File: src/verilog/scm_pkg.sv
// Package of constants for the system clock mode controller
package scm_pkg;
  // Register byte offsets
  localparam logic [7:0] SCM_CTRL_OFS   = 8'h00;
  localparam logic [7:0] SCM_TBCTRL_OFS = 8'h04;
  localparam logic [7:0] SCM_STATUS_OFS = 8'h08;
  localparam logic [7:0] SCM_DIV_OFS    = 8'h0C;
  // Control register fields
  localparam int CTRL_MAIN_CLOCK_SOURCE_SELECT_BIT  = 0;
  localparam int CTRL_XEN_BIT    = 1;
  localparam int CTRL_SLOW_OSC_ENABLE_BIT   = 2;
  localparam int CTRL_HALT_BIT   = 3;
  localparam int CTRL_GATE_BIT   = 4;
  localparam int CTRL_STOP_BIT   = 5;
  localparam logic [5:0] CTRL_RESET = 6'h02;
  // Time base control fields
  localparam int TB_DV7_BIT    = 0;
  localparam int TB_RUN_BIT    = 1;
  localparam int TB_IEN_BIT    = 2;
  localparam int TB_SEL_LSB    = 3;
  localparam int TB_SEL_W      = 2;
  localparam logic [4:0] TB_RESET = 5'h00;
  // Divider structure
  localparam int PRESCALE_W  = 2;
  localparam int DIVIDER_W   = 21;
  localparam int STAGE7_IDX  = 6;
  localparam int STATES_PER_CYCLE = 4;
  // Stop warm-up default count
  localparam int WARMUP_CYCLES = 64;
  // Operating modes
  typedef enum logic [3:0] {
    MODE_FAST_RUN_SINGLE, MODE_CPU_HALT_SINGLE, MODE_DEEP_HALT_SINGLE,
    MODE_FAST_RUN_DUAL, MODE_CPU_HALT_DUAL, MODE_SLOWRUN_FAST_ON,
    MODE_SLOWRUN_FAST_OFF, MODE_SLOW_HALT_FAST_OFF, MODE_SLOW_HALT_FAST_ON,
    MODE_DEEP_HALT_DUAL, MODE_STOP, MODE_WARMUP
  } scm_mode_t;
  // AXI responses
  localparam logic [1:0] RESP_OKAY   = 2'h0;
  localparam logic [1:0] RESP_SLVERR = 2'h2;
endpackage

File: src/verilog/scm_controller.sv
// System clock mode controller with timing generator and AXI4-Lite registers
// Contract
// - Timing generator: 2-stage prescaler, 21-stage divider, main clock, machine cycle counter.
// - Prescaler and divider clear on reset, stop entry and stop release.
// - Stage-seven input chosen from mode, source select and stage7 select bit.
// - Slow run or slow halt feeds slow clock to stage seven.
// - Warm-up after stop from fast run feeds stage six into stage seven.
// - Machine cycle is four states, each one main clock period.
// - Single mode: only fast oscillator, slow pins are ports, four fast periods.
// - Reset enters single-clock fast run mode.
// - Halt request bit enters CPU halt; peripherals keep running.
// - Any interrupt request releases CPU halt to fast run.
// - On release, master enable one services interrupt, else continues.
// - Peripheral clock gate bit enters deep halt; only time base clocked.
// - Falling edge of selected time-base source ends deep halt.
// - Deep halt ignores run bit; wake interrupt needs enable, irq enable, run.
// - Deep halt entered with run set sets time-base interrupt latch on return.
// - Dual mode: both oscillators; main clock fast or slow by mode.
// - Device starts single mode; software enables slow oscillator for dual.
// - Dual fast run: CPU on fast clock, peripherals may use either.
// - Source select one goes slow-run fast-on; zero returns to dual fast run.
// - Clearing fast enable in slow-run fast-on stops fast oscillator.
// - Slow-run fast-off and slow halts stop stages one to six.
// - Dual CPU halt behaves like single halt, returning to dual fast run.
// - Slow halt fast-off keeps slow side, returns to slow-run fast-off.
`timescale 1ns/100ps
module scm_controller #(
  parameter int WARMUP = scm_pkg::WARMUP_CYCLES
) (
  // Clock and reset
  input  wire logic        aclk,
  input  wire logic        aresetn,
  // AXI4-Lite write address and data
  input  wire logic [7:0]  s_axi_awaddr,
  input  wire logic        s_axi_awvalid,
  output logic             s_axi_awready,
  input  wire logic [31:0] s_axi_wdata,
  input  wire logic [3:0]  s_axi_wstrb,
  input  wire logic        s_axi_wvalid,
  output logic             s_axi_wready,
  // AXI4-Lite write response
  output logic [1:0]       s_axi_bresp,
  output logic             s_axi_bvalid,
  input  wire logic        s_axi_bready,
  // AXI4-Lite read
  input  wire logic [7:0]  s_axi_araddr,
  input  wire logic        s_axi_arvalid,
  output logic             s_axi_arready,
  output logic [31:0]      s_axi_rdata,
  output logic [1:0]       s_axi_rresp,
  output logic             s_axi_rvalid,
  input  wire logic        s_axi_rready,
  // Oscillator ticks, asynchronous
  input  wire logic        fast_osc_in,
  input  wire logic        slow_osc_in,
  // Wake sources and master interrupt enable
  input  wire logic        irq_request,
  input  wire logic        stop_release,
  input  wire logic        master_interrupt_enable,
  // Clock control outputs
  output logic             main_clock_tick,
  output logic [1:0]       machine_state,
  output logic             cpu_run,
  output logic             periph_clock_en,
  output logic             fast_osc_on,
  output logic             slow_osc_on,
  output logic             slow_pins_are_port,
  output logic             service_irq,
  output logic             time_base_interrupt,
  output logic [20:0]      divider_stages
);

  // Register state
  logic [5:0]  ctrl_reg;
  logic [4:0]  tb_reg;
  scm_pkg::scm_mode_t mode_reg, mode_next;
  logic        stop_from_fast_reg;
  logic        tb_run_at_entry_reg;
  logic [15:0] warm_cnt_reg;
  logic [1:0]  pre_reg;
  logic [20:0] div_reg;
  logic        phase_fast_reg;

  // Synchronisers for pin inputs
  logic [1:0] fast_s, slow_s, irq_s, stop_s;
  logic       fast_d, slow_d;
  always_ff @(posedge aclk) begin
    if (!aresetn) begin
      fast_s <= 2'h0;
      slow_s <= 2'h0;
      irq_s  <= 2'h0;
      stop_s <= 2'h0;
      fast_d <= 1'b0;
      slow_d <= 1'b0;
    end else begin
      fast_s <= {fast_s[0], fast_osc_in};
      slow_s <= {slow_s[0], slow_osc_in};
      irq_s  <= {irq_s[0], irq_request};
      stop_s <= {stop_s[0], stop_release};
      fast_d <= fast_s[1];
      slow_d <= slow_s[1];
    end
  end

  // Rising edges of the oscillator ticks
  logic fast_rise, slow_rise, irq_w, stop_w;
  assign fast_rise = fast_s[1] & ~fast_d;
  assign slow_rise = slow_s[1] & ~slow_d;
  assign irq_w  = irq_s[1];
  assign stop_w = stop_s[1];

  // Mode classes
  function automatic logic is_slow(input scm_pkg::scm_mode_t m);
    return m == scm_pkg::MODE_SLOWRUN_FAST_ON || m == scm_pkg::MODE_SLOWRUN_FAST_OFF ||
           m == scm_pkg::MODE_SLOW_HALT_FAST_OFF || m == scm_pkg::MODE_SLOW_HALT_FAST_ON ||
           m == scm_pkg::MODE_DEEP_HALT_DUAL;
  endfunction
  function automatic logic is_fast_off(input scm_pkg::scm_mode_t m);
    return m == scm_pkg::MODE_SLOWRUN_FAST_OFF || m == scm_pkg::MODE_SLOW_HALT_FAST_OFF ||
           m == scm_pkg::MODE_DEEP_HALT_DUAL || m == scm_pkg::MODE_STOP;
  endfunction

  // Bus write handshake
  logic wr_go, rd_go;
  logic aw_seen, w_seen;
  logic [7:0]  aw_hold;
  logic [31:0] w_hold;
  logic [3:0]  s_hold;
  assign wr_go = aw_seen & w_seen & ~s_axi_bvalid;
  always_ff @(posedge aclk) begin
    if (!aresetn) begin
      aw_seen <= 1'b0;
      w_seen  <= 1'b0;
      aw_hold <= 8'h00;
      w_hold  <= 32'h0000_0000;
      s_hold  <= 4'h0;
    end else begin
      if (s_axi_awvalid && s_axi_awready) begin
        aw_seen <= 1'b1;
        aw_hold <= s_axi_awaddr;
      end else if (wr_go) begin
        aw_seen <= 1'b0;
      end
      if (s_axi_wvalid && s_axi_wready) begin
        w_seen <= 1'b1;
        w_hold <= s_axi_wdata;
        s_hold <= s_axi_wstrb;
      end else if (wr_go) begin
        w_seen <= 1'b0;
      end
    end
  end
  assign s_axi_awready = ~aw_seen;
  assign s_axi_wready  = ~w_seen;

  // Write response
  always_ff @(posedge aclk) begin
    if (!aresetn) begin
      s_axi_bvalid <= 1'b0;
      s_axi_bresp  <= scm_pkg::RESP_OKAY;
    end else if (wr_go) begin
      s_axi_bvalid <= 1'b1;
      s_axi_bresp  <= (aw_hold == scm_pkg::SCM_CTRL_OFS || aw_hold == scm_pkg::SCM_TBCTRL_OFS)
                      ? scm_pkg::RESP_OKAY : scm_pkg::RESP_SLVERR;
    end else if (s_axi_bready) begin
      s_axi_bvalid <= 1'b0;
    end
  end

  // Control register; halt, gate and stop bits self-clear on any mode change
  logic wr_ctrl, wr_tb;
  assign wr_ctrl = wr_go && aw_hold == scm_pkg::SCM_CTRL_OFS && s_hold[0];
  assign wr_tb   = wr_go && aw_hold == scm_pkg::SCM_TBCTRL_OFS && s_hold[0];
  always_ff @(posedge aclk) begin
    if (!aresetn) begin
      ctrl_reg <= scm_pkg::CTRL_RESET;
    end else if (wr_ctrl) begin
      ctrl_reg <= w_hold[5:0];
    end else begin
      if (mode_reg != mode_next) begin
        ctrl_reg[scm_pkg::CTRL_HALT_BIT] <= 1'b0;
        ctrl_reg[scm_pkg::CTRL_GATE_BIT] <= 1'b0;
        ctrl_reg[scm_pkg::CTRL_STOP_BIT] <= 1'b0;
      end
      // Leaving slow-run fast-off by wake restores nothing; fast enable follows mode
      if (mode_next == scm_pkg::MODE_FAST_RUN_SINGLE || mode_next == scm_pkg::MODE_FAST_RUN_DUAL)
        ctrl_reg[scm_pkg::CTRL_XEN_BIT] <= 1'b1;
    end
  end

  // Time base control register
  always_ff @(posedge aclk) begin
    if (!aresetn)
      tb_reg <= scm_pkg::TB_RESET;
    else if (wr_tb)
      tb_reg <= w_hold[4:0];
  end

  // Selected time-base source: stage chosen by select field, falling edge wakes
  logic [1:0] tb_sel;
  logic       tb_src, tb_src_d, tb_fall;
  assign tb_sel  = tb_reg[scm_pkg::TB_SEL_LSB +: scm_pkg::TB_SEL_W];
  assign tb_src  = div_reg[5'd8 + {1'b0, tb_sel, 2'b00}];
  assign tb_fall = tb_src_d & ~tb_src;
  always_ff @(posedge aclk) begin
    if (!aresetn)
      tb_src_d <= 1'b0;
    else
      tb_src_d <= tb_src;
  end

  // Mode transitions
  always_comb begin
    mode_next = mode_reg;
    unique case (mode_reg)
      scm_pkg::MODE_FAST_RUN_SINGLE, scm_pkg::MODE_FAST_RUN_DUAL: begin
        if (ctrl_reg[scm_pkg::CTRL_STOP_BIT])
          mode_next = scm_pkg::MODE_STOP;
        else if (ctrl_reg[scm_pkg::CTRL_GATE_BIT])
          mode_next = scm_pkg::MODE_DEEP_HALT_SINGLE;
        else if (ctrl_reg[scm_pkg::CTRL_HALT_BIT])
          mode_next = (mode_reg == scm_pkg::MODE_FAST_RUN_SINGLE) ?
                      scm_pkg::MODE_CPU_HALT_SINGLE : scm_pkg::MODE_CPU_HALT_DUAL;
        else if (ctrl_reg[scm_pkg::CTRL_MAIN_CLOCK_SOURCE_SELECT_BIT] && ctrl_reg[scm_pkg::CTRL_SLOW_OSC_ENABLE_BIT])
          mode_next = scm_pkg::MODE_SLOWRUN_FAST_ON;
        else
          mode_next = ctrl_reg[scm_pkg::CTRL_SLOW_OSC_ENABLE_BIT] ?
                      scm_pkg::MODE_FAST_RUN_DUAL : scm_pkg::MODE_FAST_RUN_SINGLE;
      end
      scm_pkg::MODE_CPU_HALT_SINGLE:
        if (irq_w) mode_next = scm_pkg::MODE_FAST_RUN_SINGLE;
      scm_pkg::MODE_CPU_HALT_DUAL:
        if (irq_w) mode_next = scm_pkg::MODE_FAST_RUN_DUAL;
      scm_pkg::MODE_DEEP_HALT_SINGLE:
        if (tb_fall) mode_next = scm_pkg::MODE_FAST_RUN_SINGLE;
      scm_pkg::MODE_SLOWRUN_FAST_ON: begin
        if (ctrl_reg[scm_pkg::CTRL_HALT_BIT])
          mode_next = scm_pkg::MODE_SLOW_HALT_FAST_ON;
        else if (!ctrl_reg[scm_pkg::CTRL_MAIN_CLOCK_SOURCE_SELECT_BIT])
          mode_next = scm_pkg::MODE_FAST_RUN_DUAL;
        else if (!ctrl_reg[scm_pkg::CTRL_XEN_BIT])
          mode_next = scm_pkg::MODE_SLOWRUN_FAST_OFF;
      end
      scm_pkg::MODE_SLOWRUN_FAST_OFF: begin
        if (ctrl_reg[scm_pkg::CTRL_STOP_BIT])
          mode_next = scm_pkg::MODE_STOP;
        else if (ctrl_reg[scm_pkg::CTRL_GATE_BIT])
          mode_next = scm_pkg::MODE_DEEP_HALT_DUAL;
        else if (ctrl_reg[scm_pkg::CTRL_HALT_BIT])
          mode_next = scm_pkg::MODE_SLOW_HALT_FAST_OFF;
        else if (ctrl_reg[scm_pkg::CTRL_XEN_BIT])
          mode_next = scm_pkg::MODE_SLOWRUN_FAST_ON;
      end
      scm_pkg::MODE_SLOW_HALT_FAST_OFF:
        if (irq_w) mode_next = scm_pkg::MODE_SLOWRUN_FAST_OFF;
      scm_pkg::MODE_SLOW_HALT_FAST_ON:
        if (irq_w) mode_next = scm_pkg::MODE_SLOWRUN_FAST_ON;
      scm_pkg::MODE_DEEP_HALT_DUAL:
        if (tb_fall) mode_next = scm_pkg::MODE_SLOWRUN_FAST_OFF;
      scm_pkg::MODE_STOP:
        if (stop_w) mode_next = scm_pkg::MODE_WARMUP;
      scm_pkg::MODE_WARMUP:
        if (warm_cnt_reg == 16'h0000)
          mode_next = stop_from_fast_reg ?
                      (ctrl_reg[scm_pkg::CTRL_SLOW_OSC_ENABLE_BIT] ? scm_pkg::MODE_FAST_RUN_DUAL
                                                        : scm_pkg::MODE_FAST_RUN_SINGLE)
                      : scm_pkg::MODE_SLOWRUN_FAST_OFF;
      default: mode_next = scm_pkg::MODE_FAST_RUN_SINGLE;
    endcase
  end

  // Mode register and entry bookkeeping
  always_ff @(posedge aclk) begin
    if (!aresetn) begin
      mode_reg            <= scm_pkg::MODE_FAST_RUN_SINGLE;
      stop_from_fast_reg  <= 1'b0;
      tb_run_at_entry_reg <= 1'b0;
      warm_cnt_reg        <= 16'h0000;
    end else begin
      mode_reg <= mode_next;
      if (mode_next == scm_pkg::MODE_STOP && mode_reg != scm_pkg::MODE_STOP)
        stop_from_fast_reg <= !is_slow(mode_reg);
      if ((mode_next == scm_pkg::MODE_DEEP_HALT_SINGLE || mode_next == scm_pkg::MODE_DEEP_HALT_DUAL)
          && mode_next != mode_reg)
        tb_run_at_entry_reg <= tb_reg[scm_pkg::TB_RUN_BIT];
      if (mode_next == scm_pkg::MODE_WARMUP && mode_reg == scm_pkg::MODE_STOP)
        warm_cnt_reg <= 16'(WARMUP);
      else if (warm_cnt_reg != 16'h0000)
        warm_cnt_reg <= warm_cnt_reg - 16'h0001;
    end
  end

  // Wake events for interrupt latch and service decision
  logic deep_wake, halt_wake;
  assign deep_wake = (mode_reg == scm_pkg::MODE_DEEP_HALT_SINGLE || mode_reg == scm_pkg::MODE_DEEP_HALT_DUAL)
                     && mode_next != mode_reg;
  assign halt_wake = (mode_reg == scm_pkg::MODE_CPU_HALT_SINGLE || mode_reg == scm_pkg::MODE_CPU_HALT_DUAL ||
                      mode_reg == scm_pkg::MODE_SLOW_HALT_FAST_OFF || mode_reg == scm_pkg::MODE_SLOW_HALT_FAST_ON)
                     && mode_next != mode_reg;
  always_ff @(posedge aclk) begin
    if (!aresetn) begin
      time_base_interrupt <= 1'b0;
      service_irq         <= 1'b0;
    end else begin
      time_base_interrupt <= deep_wake && tb_run_at_entry_reg;
      service_irq <= (halt_wake && master_interrupt_enable) ||
                     (deep_wake && master_interrupt_enable && tb_reg[scm_pkg::TB_IEN_BIT] &&
                      tb_reg[scm_pkg::TB_RUN_BIT]);
    end
  end

  // Stage-seven input selection
  logic low_stop, stage7_in;
  assign low_stop = is_fast_off(mode_reg) || mode_reg == scm_pkg::MODE_SLOW_HALT_FAST_ON;
  always_comb begin
    if (mode_reg == scm_pkg::MODE_WARMUP && stop_from_fast_reg)
      stage7_in = div_reg[5] & ~div_reg[4] & (&div_reg[3:0]) & (&pre_reg) & fast_rise;
    else if (is_slow(mode_reg) || (tb_reg[scm_pkg::TB_DV7_BIT] && mode_reg != scm_pkg::MODE_STOP))
      stage7_in = slow_rise;
    else
      stage7_in = (&div_reg[5:0]) & (&pre_reg) & fast_rise;
  end

  // Prescaler and divider, with prescaler and first six stages stopped in slow modes except slow-run fast-on
  logic stop_edge;
  assign stop_edge = (mode_next == scm_pkg::MODE_STOP) != (mode_reg == scm_pkg::MODE_STOP);
  always_ff @(posedge aclk) begin
    if (!aresetn || stop_edge) begin
      pre_reg <= 2'h0;
      div_reg <= 21'h000000;
    end else if (mode_reg != scm_pkg::MODE_STOP) begin
      if (!low_stop && fast_rise) begin
        pre_reg <= pre_reg + 2'h1;
        if (&pre_reg)
          div_reg[5:0] <= div_reg[5:0] + 6'h01;
      end
      if (stage7_in)
        div_reg[20:6] <= div_reg[20:6] + 15'h0001;
    end
  end

  // Main clock tick chosen at a tick boundary of the current source
  logic use_slow;
  assign use_slow = is_slow(mode_reg);
  always_ff @(posedge aclk) begin
    if (!aresetn) begin
      phase_fast_reg  <= 1'b1;
      main_clock_tick <= 1'b0;
      machine_state   <= 2'h0;
    end else begin
      main_clock_tick <= 1'b0;
      if (mode_reg != scm_pkg::MODE_STOP && mode_reg != scm_pkg::MODE_WARMUP) begin
        if (phase_fast_reg ? fast_rise : slow_rise) begin
          main_clock_tick <= 1'b1;
          machine_state   <= machine_state + 2'h1;
          phase_fast_reg  <= ~use_slow;
        end
      end
    end
  end

  // Gating and oscillator outputs
  always_ff @(posedge aclk) begin
    if (!aresetn) begin
      cpu_run            <= 1'b1;
      periph_clock_en    <= 1'b1;
      fast_osc_on        <= 1'b1;
      slow_osc_on        <= 1'b0;
      slow_pins_are_port <= 1'b1;
      divider_stages     <= 21'h000000;
    end else begin
      cpu_run <= mode_reg == scm_pkg::MODE_FAST_RUN_SINGLE || mode_reg == scm_pkg::MODE_FAST_RUN_DUAL ||
                 mode_reg == scm_pkg::MODE_SLOWRUN_FAST_ON || mode_reg == scm_pkg::MODE_SLOWRUN_FAST_OFF;
      periph_clock_en <= mode_reg != scm_pkg::MODE_DEEP_HALT_SINGLE && mode_reg != scm_pkg::MODE_DEEP_HALT_DUAL &&
                         mode_reg != scm_pkg::MODE_STOP && mode_reg != scm_pkg::MODE_WARMUP;
      fast_osc_on <= !is_fast_off(mode_reg);
      slow_osc_on <= ctrl_reg[scm_pkg::CTRL_SLOW_OSC_ENABLE_BIT] && mode_reg != scm_pkg::MODE_STOP;
      slow_pins_are_port <= !ctrl_reg[scm_pkg::CTRL_SLOW_OSC_ENABLE_BIT];
      divider_stages <= div_reg;
    end
  end

  // Read channel
  logic [31:0] rd_word;
  always_comb begin
    unique case (s_axi_araddr)
      scm_pkg::SCM_CTRL_OFS:   rd_word = {26'h0, ctrl_reg};
      scm_pkg::SCM_TBCTRL_OFS: rd_word = {27'h0, tb_reg};
      scm_pkg::SCM_STATUS_OFS: rd_word = {26'h0, machine_state, mode_reg};
      scm_pkg::SCM_DIV_OFS:    rd_word = {9'h0, div_reg, pre_reg};
      default:                 rd_word = 32'h0000_0000;
    endcase
  end
  assign rd_go = s_axi_arvalid & s_axi_arready;
  assign s_axi_arready = ~s_axi_rvalid;
  always_ff @(posedge aclk) begin
    if (!aresetn) begin
      s_axi_rvalid <= 1'b0;
      s_axi_rdata  <= 32'h0000_0000;
      s_axi_rresp  <= scm_pkg::RESP_OKAY;
    end else if (rd_go) begin
      s_axi_rvalid <= 1'b1;
      s_axi_rdata  <= rd_word;
      s_axi_rresp  <= (s_axi_araddr[7:4] == 4'h0 && s_axi_araddr[1:0] == 2'h0)
                      ? scm_pkg::RESP_OKAY : scm_pkg::RESP_SLVERR;
    end else if (s_axi_rready) begin
      s_axi_rvalid <= 1'b0;
    end
  end

endmodule

File: config.mk
export PLATFORM = sky130hd
export DESIGN_NAME = scm_controller
export DESIGN_NICKNAME = d
export VERILOG_FILES = /design/src/verilog/scm_pkg.sv /design/src/verilog/scm_controller.sv
export SDC_FILE = /design/constraint.sdc
export NUM_CORES = 1
export LEC_CHECK = 0
export ABC_AREA = 0
export BUFFER_PORTS_ARGS = -buffer_cell sky130_fd_sc_hd__buf_4
export CORE_UTILIZATION = 49
export CTS_CLUSTER_SIZE = 12
export DETAILED_ROUTE_END_ITERATION = 6
export PLACE_DENSITY = 0.88
export SKIP_CTS_REPAIR_TIMING = 1
export SYNTH_ARGS = -nofsm -noshare
export SYNTH_HDL_FRONTEND = slang
export SYNTH_SLANG_ARGS = --single-unit
File: constraint.sdc
create_clock -name aclk -period 2.8 [get_ports aclk]
set_input_delay 0.42 -clock aclk [delete_from_list [all_inputs] [get_ports aclk]]
set_output_delay 0.42 -clock aclk [all_outputs]
set_load 0.02 [all_outputs]
==> metrics, run 1 <==
Yosys reg bits=143; net switching power=0.00134 W; GRT Total Usage=23.6%; post-route antenna net violation count=0; max reg flops=23; DR vias/cell=5.44; final setup fails=23; internal power=0.00399 W; CTS tree=yes; number of diodes=0; final worst path period share=104%; cells after synthesis=654; max incr delay on CP=0.47 ns; Rows=40; Critical Path Source=warm_cnt_reg[0]; worst rel slew slack=43.5%; TritonCTS Buffers=17; clock sink count=143; switching share of power=25.2%; synthesized area=0.00624 mm2; sequential power share=41.8%; Hold Fails Final Rpt=0; # Max-Cap Violations=0; total grt overflow=0; worst r2r path cells=12; total number of vias=5237; synth-to-layout area growth=28.7%; Placer Congestion=0.943; port buffer count=95; setup repair after global routing missed its margin=true; crit start category=flip-flop; Synth async-reset ratio=0%; fin worst setup slack=-0.0999 ns; register area share after synthesis=45.8%; Slew Limit Fails=0; M2 GR Usage=39.5%; met1 Track Usage GR=27.6%; core area=0.0122 mm2; pin count of the biggest net entering global routing=72; r2r startpoint=warm_cnt_reg[0]; clk root buf=clkbuf_16; number of synthesized flops with an enable pin=0; hold slack final=0.206 ns; Clock Skew=0.00698 ns; Critical Path Sink=pre_reg[1]; critical path type=flip-flop to flip-flop; post-synth cell types=68; Syn Area/Cell=9.55 um2; Primary FF master, synth=dfxtp_1; fin crit period=2.90 ns; Arr. time, crit path=3.21 ns; leakage power=3.30 nW; WP data required=3.11 ns; DR iter-0 viols=443; status=finished, violations left; clock power share=43.6%; R2R setup slack=-0.1 ns; I/O pin cnt=136; busiest grt layer=met2; initial core utilization=51.1%; reg2reg end=pre_reg[1]; sequence of cells on the critical path=inv_2, ha_4, or4b_4, nor4_4, a211oi_2, nor4_4, o21ai_1, nor2_1, ha_1, nand2_4, clkbuf_16, nor2_1; CP Max Fanout=6; YS warnings=0; failing checks=negative setup slack; Nets=852; hold crit path type=input pin to flip-flop; maximum vdd drop=0.466 mV; H-tree depth=4; Worst path slowest cell=or4b_4; clk slew on worst S/H paths=0.06 ns; WL final=16000 um; vias in the first global route=5038; die span in x=115 um; clock buffer depth=2; first-pass GRT wire length=24000 um; Die ar.=0.0132 mm2; Post-DP Area=0.00726 mm2; met3 Use GR=6.85%; Pwr per Cell Area=664 mW/mm2; Comb power frac=14.6%; Peak Freq=345 MHz; Clock Latency Late Sink=0.42 ns; ratio of cells with drive above 1 in the final layout=27.8%; Avg WL per Cell=16.7 um; First-pass DRT Iterations=5; endpoint class of the critical path=flip-flop; HPWL Detailed=9940 um; DIE HEIGHT=115 um; Least-Margin Pin Slew=0.845 ns; fin area=0.00804 mm2; DR DRC count=0; number of antenna violations at the first check in global routing=0
## cells in the mapped netlist (16+ instances only)
cell type,instances,area (um2)
a22oi_1,23,173
o21ai_0,16,80.1
xnor2_1,17,149
dfxtp_1,143,2860
mux2i_1,25,250
and2_1,38,238
xor2_1,20,175
inv_1,17,63.8
clkbuf_1,25,93.8
nor2b_1,55,344
nor2_1,59,221
nand2_1,40,150
## layout by cell type, fill, tap and decap left out, types with 6 or more instances in the layout
cell type,synthesis,layout
or3_1,6,6
a22oi_1,23,23
and3_1,6,6
nor4_1,6,6
conb_1,1,11
and2_1,38,38
nand2b_1,7,7
nand4_1,7,7
clkbuf_16,0,19
nor2b_1,55,55
nand3_1,13,12
nor2_1,59,52
inv_1,17,15
nand2_1,40,39
mux2i_1,25,25
buf_4,11,139
mux4_2,6,6
o21ai_0,16,15
xnor2_1,17,17
xor2_1,20,20
dfxtp_1,143,139
nor3_1,9,9
a21oi_1,13,13
## how the worst min path moves through the flow
stage | to | startpoint | depth (start not counted)
6_report | w_seen | s_axi_wvalid | 3
5_1_grt | w_seen | s_axi_wvalid | 3
4_1_cts | w_seen | s_axi_wvalid | 3
3_5_place_dp | stop_s[1] | stop_s[0] | 1
3_3_place_gp | slow_s[1] | slow_s[0] | 1
2_1_floorplan | fast_s[1] | fast_s[0] | 1
## cell type report
| type | instances | area [um2] |
|---|---|---|
| clock inverters | 12 | 156 |
| clock buffers | 20 | 457 |
| flip-flops and latches | 143 | 2870 |
| multi-input cells | 459 | 3160 |
| well taps | 168 | 210 |
| inverters | 18 | 67.6 |
| repair buffers | 143 | 1120 |
| fillers | 903 | 4170 |
## per-layer routing
metal | wire (um) | share of wire (%)
met2 | 7850 | 49
met5 | 0 | 0
met1 | 6540 | 41
met4 | 505 | 3.1
met3 | 1140 | 7.1
## kinds of logic (layout without fill, tap and decap cells)
kind of cell,after synthesis,in the layout,synth area share [%]
adders and majority gates,6,6,1.20
muxes,33,33,6.53
and+or+nand+nor,276,276,24.9
DFF,143,143,45.8
AOI/OAI and AO/OA,96,96,10.8
xor gates and xnor gates,37,37,5.19
buffers and inverters,62,193,5.49
other,1,11,0.0601
## power by group through the flow
stage	Sequential (W)	Clock [W]	Combinational (W)
after floorplan	0.00225	0	0.000536
after global placement	0.00226	0	0.000676
after detailed placement	0.00226	0	0.000698
after CTS	0.00222	0.00235	0.000707
after global routing	0.00224	0.00244	0.000853
final	0.00223	0.00233	0.000777
## worst max-delay path, delay by kind of cell (launching register included)
kind	cells	cell delay, ns
simple gates	6	1.51
fa+ha+maj	2	0.40
compound gates	2	0.31
flops	1	0.31
buf+inv	2	0.24
## stage by stage
step	utilization [%]	setup TNS, ns	setup WS [ns]	total power (W)	std cells
2_1_floorplan	-	0	0.00448	0.00279	664
3_3_place_gp	59.4	0	0.0308	0.00294	924
6_report	65.8	-1.64	-0.0999	0.00533	963
3_5_place_dp	59.4	-0.127	-0.0168	0.00296	924
5_1_grt	65.8	-4.39	-0.207	0.00553	963
4_1_cts	64.4	-0.687	-0.0406	0.00528	956
(Power assumes the default switching activity.)
==> inputs of run 2 (changes only) <==
CORE_UTILIZATION = 25   (was 49)
CTS_BUF_LIST = sky130_fd_sc_hd__clkbuf_2   (was default)
MAX_ROUTING_LAYER = met4   (was default)
PLACE_DENSITY = 0.56   (was 0.88)
==> run 2 against run 1 <==
  * The flow now finishes without violations
  * Critical endpoint is now div_reg[2]
  * Critical path type unchanged
  * Sequential share of layout area shrank 1.2 points
  * Maximum frequency grew 4.6%
  * Total power shrank 21%
  * Non-clock buffer count grew 30
  * Combinational power grew 8.5%
==> metrics, run 2 (synthesis results as in run 1) <==
core area=0.0244 mm2; min-delay src=s_axi_araddr[1]; sequential power share=52.9%; first-pass GRT wire length=25000 um; commonest non-fill, non-tap cell in the layout=buf_4; DR DRC count=0; First-pass DRT Iterations=4; Pwr per Cell Area=505 mW/mm2; vias in the first global route=4721; # Max-Cap Violations=0; Clock Skew=0.0281 ns; Total Power=0.00421 W; commonest non-fill, non-tap cells in the layout=buf_4 (140), dfxtp_1 (137), nor2b_1 (55); Placement Setup Slack=0.0159 ns; DR vias/cell=4.39; Hold Fails Final Rpt=0; DR iter-0 viols=181; HPWL Detailed=11000 um; Rows=57; fin worst setup slack=0.0275 ns; port buffer count=95; clk slew on worst S/H paths=0.20 ns; setup_tns=0 ns; Clock Latency Late Sink=0.69 ns; Critical Path Source=warm_cnt_reg[1]; sequence of cells on the critical path=inv_2, ha_4, or4b_4, nor4_4, buf_4, a211oi_4, nor4_4, o21ai_2, nor2_4, ha_4, nand2_8, clkbuf_16, nor2_4; pin count of the biggest net entering global routing=60; fin crit period=2.77 ns; CP Max Fanout=6; net switching power=0.00121 W; # fillers=2564; WP data required=3.39 ns; maximum vdd drop=0.231 mV; max reg flops=23; hold crit path type=input pin to flip-flop; clock sink count=143; crit start category=flip-flop; clk root buf=clkbuf_2; DIE HEIGHT=160 um; total number of vias=5049; leakage power=3.29 nW; area occupied by multi-input gates=0.00331 mm2; Slew Limit Fails=0; switching share of power=28.7%; CTS tree=yes; number of antenna violations at the first check in global routing=1; setup repair after global routing missed its margin=true; die span in x=160 um; critical path type=flip-flop to flip-flop; TritonCTS Buffers=17; Layout Cells excl Fill=1149; Comb power frac=20.0%; clock power share=27.0%; R2R setup slack=0.03 ns; total grt overflow=0; internal power=0.00300 W; Placer Congestion=0.869; synth-to-layout area growth=33.2%; max incr delay on CP=0.46 ns; Die ar.=0.0256 mm2; WL final=15800 um; crit-path leading delay family=simple AND/OR/NAND/NOR gates; Least-Margin Pin Slew=0.871 ns; I/O pin cnt=136; Avg WL per Cell=13.7 um; placed insts=1082; endpoint class of the critical path=flip-flop; post-route antenna net violation count=0; status=finished clean; Worst path slowest cell=or4b_4; Arr. time, crit path=3.36 ns; Peak Freq=361 MHz; worst rel slew slack=41.8%; Nets=882; r2r startpoint=warm_cnt_reg[1]; initial core utilization=25.6%; H-tree depth=4; final worst path period share=99.0%; final setup fails=0; CP Buf/Inv Count=3; Seq. cell area=0.00287 mm2; clock buffer depth=2; ratio of cells with drive above 1 in the final layout=29.9%; GRT Total Usage=12.7%
run 2: cell count changes in the layout (fill, tap and decap cells not counted), sizes merged:
cell         before  now
dlygate4sd3       0   25
buf             141  146
clkinvlp          0    3
inv              20   18
bufinv            3    2
clkinv            7    6
diode             0    1
run 2: power groups by stage:
stage / Clock, W / Combinational, W / Sequential, W
after floorplan: 0 / 0.000536 / 0.00225
after global routing: 0.00128 / 0.000929 / 0.00224
after CTS: 0.00119 / 0.000727 / 0.00222
after global placement: 0 / 0.000714 / 0.00226
after detailed placement: 0 / 0.000716 / 0.00226
final: 0.00114 / 0.000843 / 0.00223
run 2: through the flow:
step / util (%) / hold slack, ns / area (um2)
global placement: 30.7 / 0.428 / 7490
finish: 34.1 / 0.143 / 8320
detailed placement: 30.7 / 0.429 / 7490
global route: 34.1 / 0.0422 / 8320
floorplan: - / 0.412 / 6290
CTS: 31.6 / -0.167 / 7710
run 2: worst register-to-register path: stages (launching register included):
cell and delay, ns:
dfxtp_1 0.35, inv_2 0.08, ha_4 0.13, or4b_4 0.46, nor4_4 0.21, buf_4 0.18
a211oi_4 0.07, nor4_4 0.35, o21ai_2 0.13, nor2_4 0.16, ha_4 0.23, nand2_8 0.10
clkbuf_16 0.19, nor2_4 0.03
run 2: area by class of cell:
class,count,share of cell area (%)
multi-input combinational,459,39.8
sequential,143,34.5
timing repair buffer,173,17.4
tap,324,4.87
clock inverter,11,1.41
clock buffer,20,1.20
inverter,18,0.812
antenna,1,0.0301
run 2: worst paths after layout:
kind	to	cells past startpoint
min reg2reg	fast_s[1]	1
max	div_reg[2]	13
max reg2reg	div_reg[2]	13
min	s_axi_rresp[1]	4
run 2: per-layer routing:
| layer | track usage, % | vias to the layer above | part of all wire [%] |
|---|---|---|---|
| met1 | 15.8 | 2379 | 47 |
| li1 | - | 2561 | - |
| met5 | - | - | 0 |
| met3 | 2.68 | 17 | 3.5 |
| met4 | 4.59 | 0 | 1.5 |
| met2 | 20.1 | 92 | 48 |
==> inputs of run 3 (changes only) <==
PLACE_DENSITY = default   (was 0.56)
==> run 3 against run 2 <==
  * The run now ends with negative setup slack left
  * Via count up 0.77%
  * Clock skew increased by 0.0052 ns
  * First-iteration DRC count rose by 26%
  * Critical endpoint is now div_reg[8]
  * Routed wire length down 0.52%
==> metrics, run 3 (synthesis results as in run 1) <==
Arr. time, crit path=3.54 ns; pin count of the biggest net entering global routing=58; fin worst setup slack=-0.0670 ns; status=finished, violations left; DIE HEIGHT=160 um; hold crit path type=input pin to flip-flop; min-delay src=s_axi_araddr[6]; DR DRC count=0; Peak Freq=349 MHz; crit start category=flip-flop; worst rel slew slack=38.9%; fin crit period=2.87 ns; commonest non-fill, non-tap cells in the layout=buf_4 (148), dfxtp_1 (141), nor2b_1 (55); Layout Cells excl Fill=1156; WL final=15700 um; clk slew on worst S/H paths=0.21 ns; fin area=0.00831 mm2; failing checks=negative setup slack; commonest non-fill, non-tap cell in the layout=buf_4; Clock Latency Late Sink=0.73 ns; sequence of cells on the critical path=inv_2, ha_4, or4b_4, nor4_4, buf_4, buf_4, a211oi_2, a21o_1, o21ai_2, nor2_2, ha_1, nand2_4, clkbuf_16, nor2_1; setup repair after global routing missed its margin=true; TritonCTS Buffers=17; number of antenna violations at the first check in global routing=1; total number of vias=5088; clk root buf=clkbuf_2; CP Buf/Inv Count=4; DR vias/cell=4.40; Total Power=0.00445 W; Rows=57; Avg WL per Cell=13.6 um; cell mode on critical path=buf_4; total grt overflow=0; Placer Congestion=0.834; CTS tree=yes; port buffer count=95; endpoint class of the critical path=flip-flop; Die ar.=0.0256 mm2; critical path type=flip-flop to flip-flop; HPWL Detailed=11000 um; Clock Skew=0.0333 ns; final setup fails=27; Slew Limit Fails=0; DR iter-0 viols=228; WP data required=3.47 ns; final worst path period share=102%; I/O pin cnt=136; r2r startpoint=warm_cnt_reg[1]; First-pass DRT Iterations=4; GRT Total Usage=12.5%; crit-path leading delay family=simple AND/OR/NAND/NOR gates; Hold Fails Final Rpt=0; Post-DP Area=0.00756 mm2; first-pass GRT wire length=24500 um; vias in the first global route=4714; Least-Margin Pin Slew=0.914 ns; initial core utilization=25.6%; die span in x=160 um; Nets=888; max incr delay on CP=0.46 ns; Pwr per Cell Area=535 mW/mm2; leakage power=3.35 nW; placed insts=1091; core area=0.0244 mm2; H-tree depth=4; # Max-Cap Violations=0; max reg flops=23; R2R setup slack=-0.07 ns; maximum vdd drop=0.289 mV; Worst path slowest cell=or4b_4; clock sink count=143; post-route antenna net violation count=0; Critical Path Source=warm_cnt_reg[1]; CP Max Fanout=11; synth-to-layout area growth=33.1%; clock buffer depth=2; ratio of cells with drive above 1 in the final layout=28.6%
-- run 3: where the power goes --
group	switching (W)	total [W]	internal, W	leakage (nW)
Combinational	0.000396	0.000824	0.000428	2.03
Clock	0.000800	0.00140	0.000601	0.165
Sequential	0.0000736	0.00222	0.00215	1.16
-- run 3: cell type report --
type                    count  area, um2
diodes                      1       2.50
clock buffers              17       85.1
clock inverters            15        208
fillers                  2523      16100
inverters                  18       67.6
multi-input cells         459       3190
flip-flops and latches    143       2870
well taps                 324        405
repair buffers            179       1480
-- run 3: stage by stage --
step	utilization (%)	setup slack [ns]	TNS (ns)	hold WS (ns)
global placement	31.0	-0.0216	-0.398	0.428
CTS	32.2	-0.128	-2.63	-0.207
floorplan	-	0.00448	0	0.412
global route	34.1	-0.179	-4.29	0.0503
detailed placement	31.0	-0.0643	-1.36	0.423
finish	34.1	-0.0670	-1.27	0.114
-- run 3: metal layers --
metal / track usage [%] / up-vias / routed length, um / part of all wire (%)
li1: - / 2570 / - / -
met1: 15.6 / 2395 / 7430 / 47
met2: 19.6 / 102 / 7490 / 48
met3: 2.55 / 21 / 475 / 3.0
met4: 5.02 / 0 / 274 / 1.7
met5: - / - / 0 / 0
-- run 3: worst min-delay path, cell delays in order --
cell	delay, ns
buf_4	0.08
nor4_1	0.04
buf_4	0.17
nor2_1	0.10
-- run 3: final timing paths --
check	endpoint	cells after the start
setup / recovery	div_reg[8]	14
hold / removal	s_axi_rresp[1]	4
setup reg to reg	div_reg[8]	14
hold reg to reg	time_base_interrupt	2
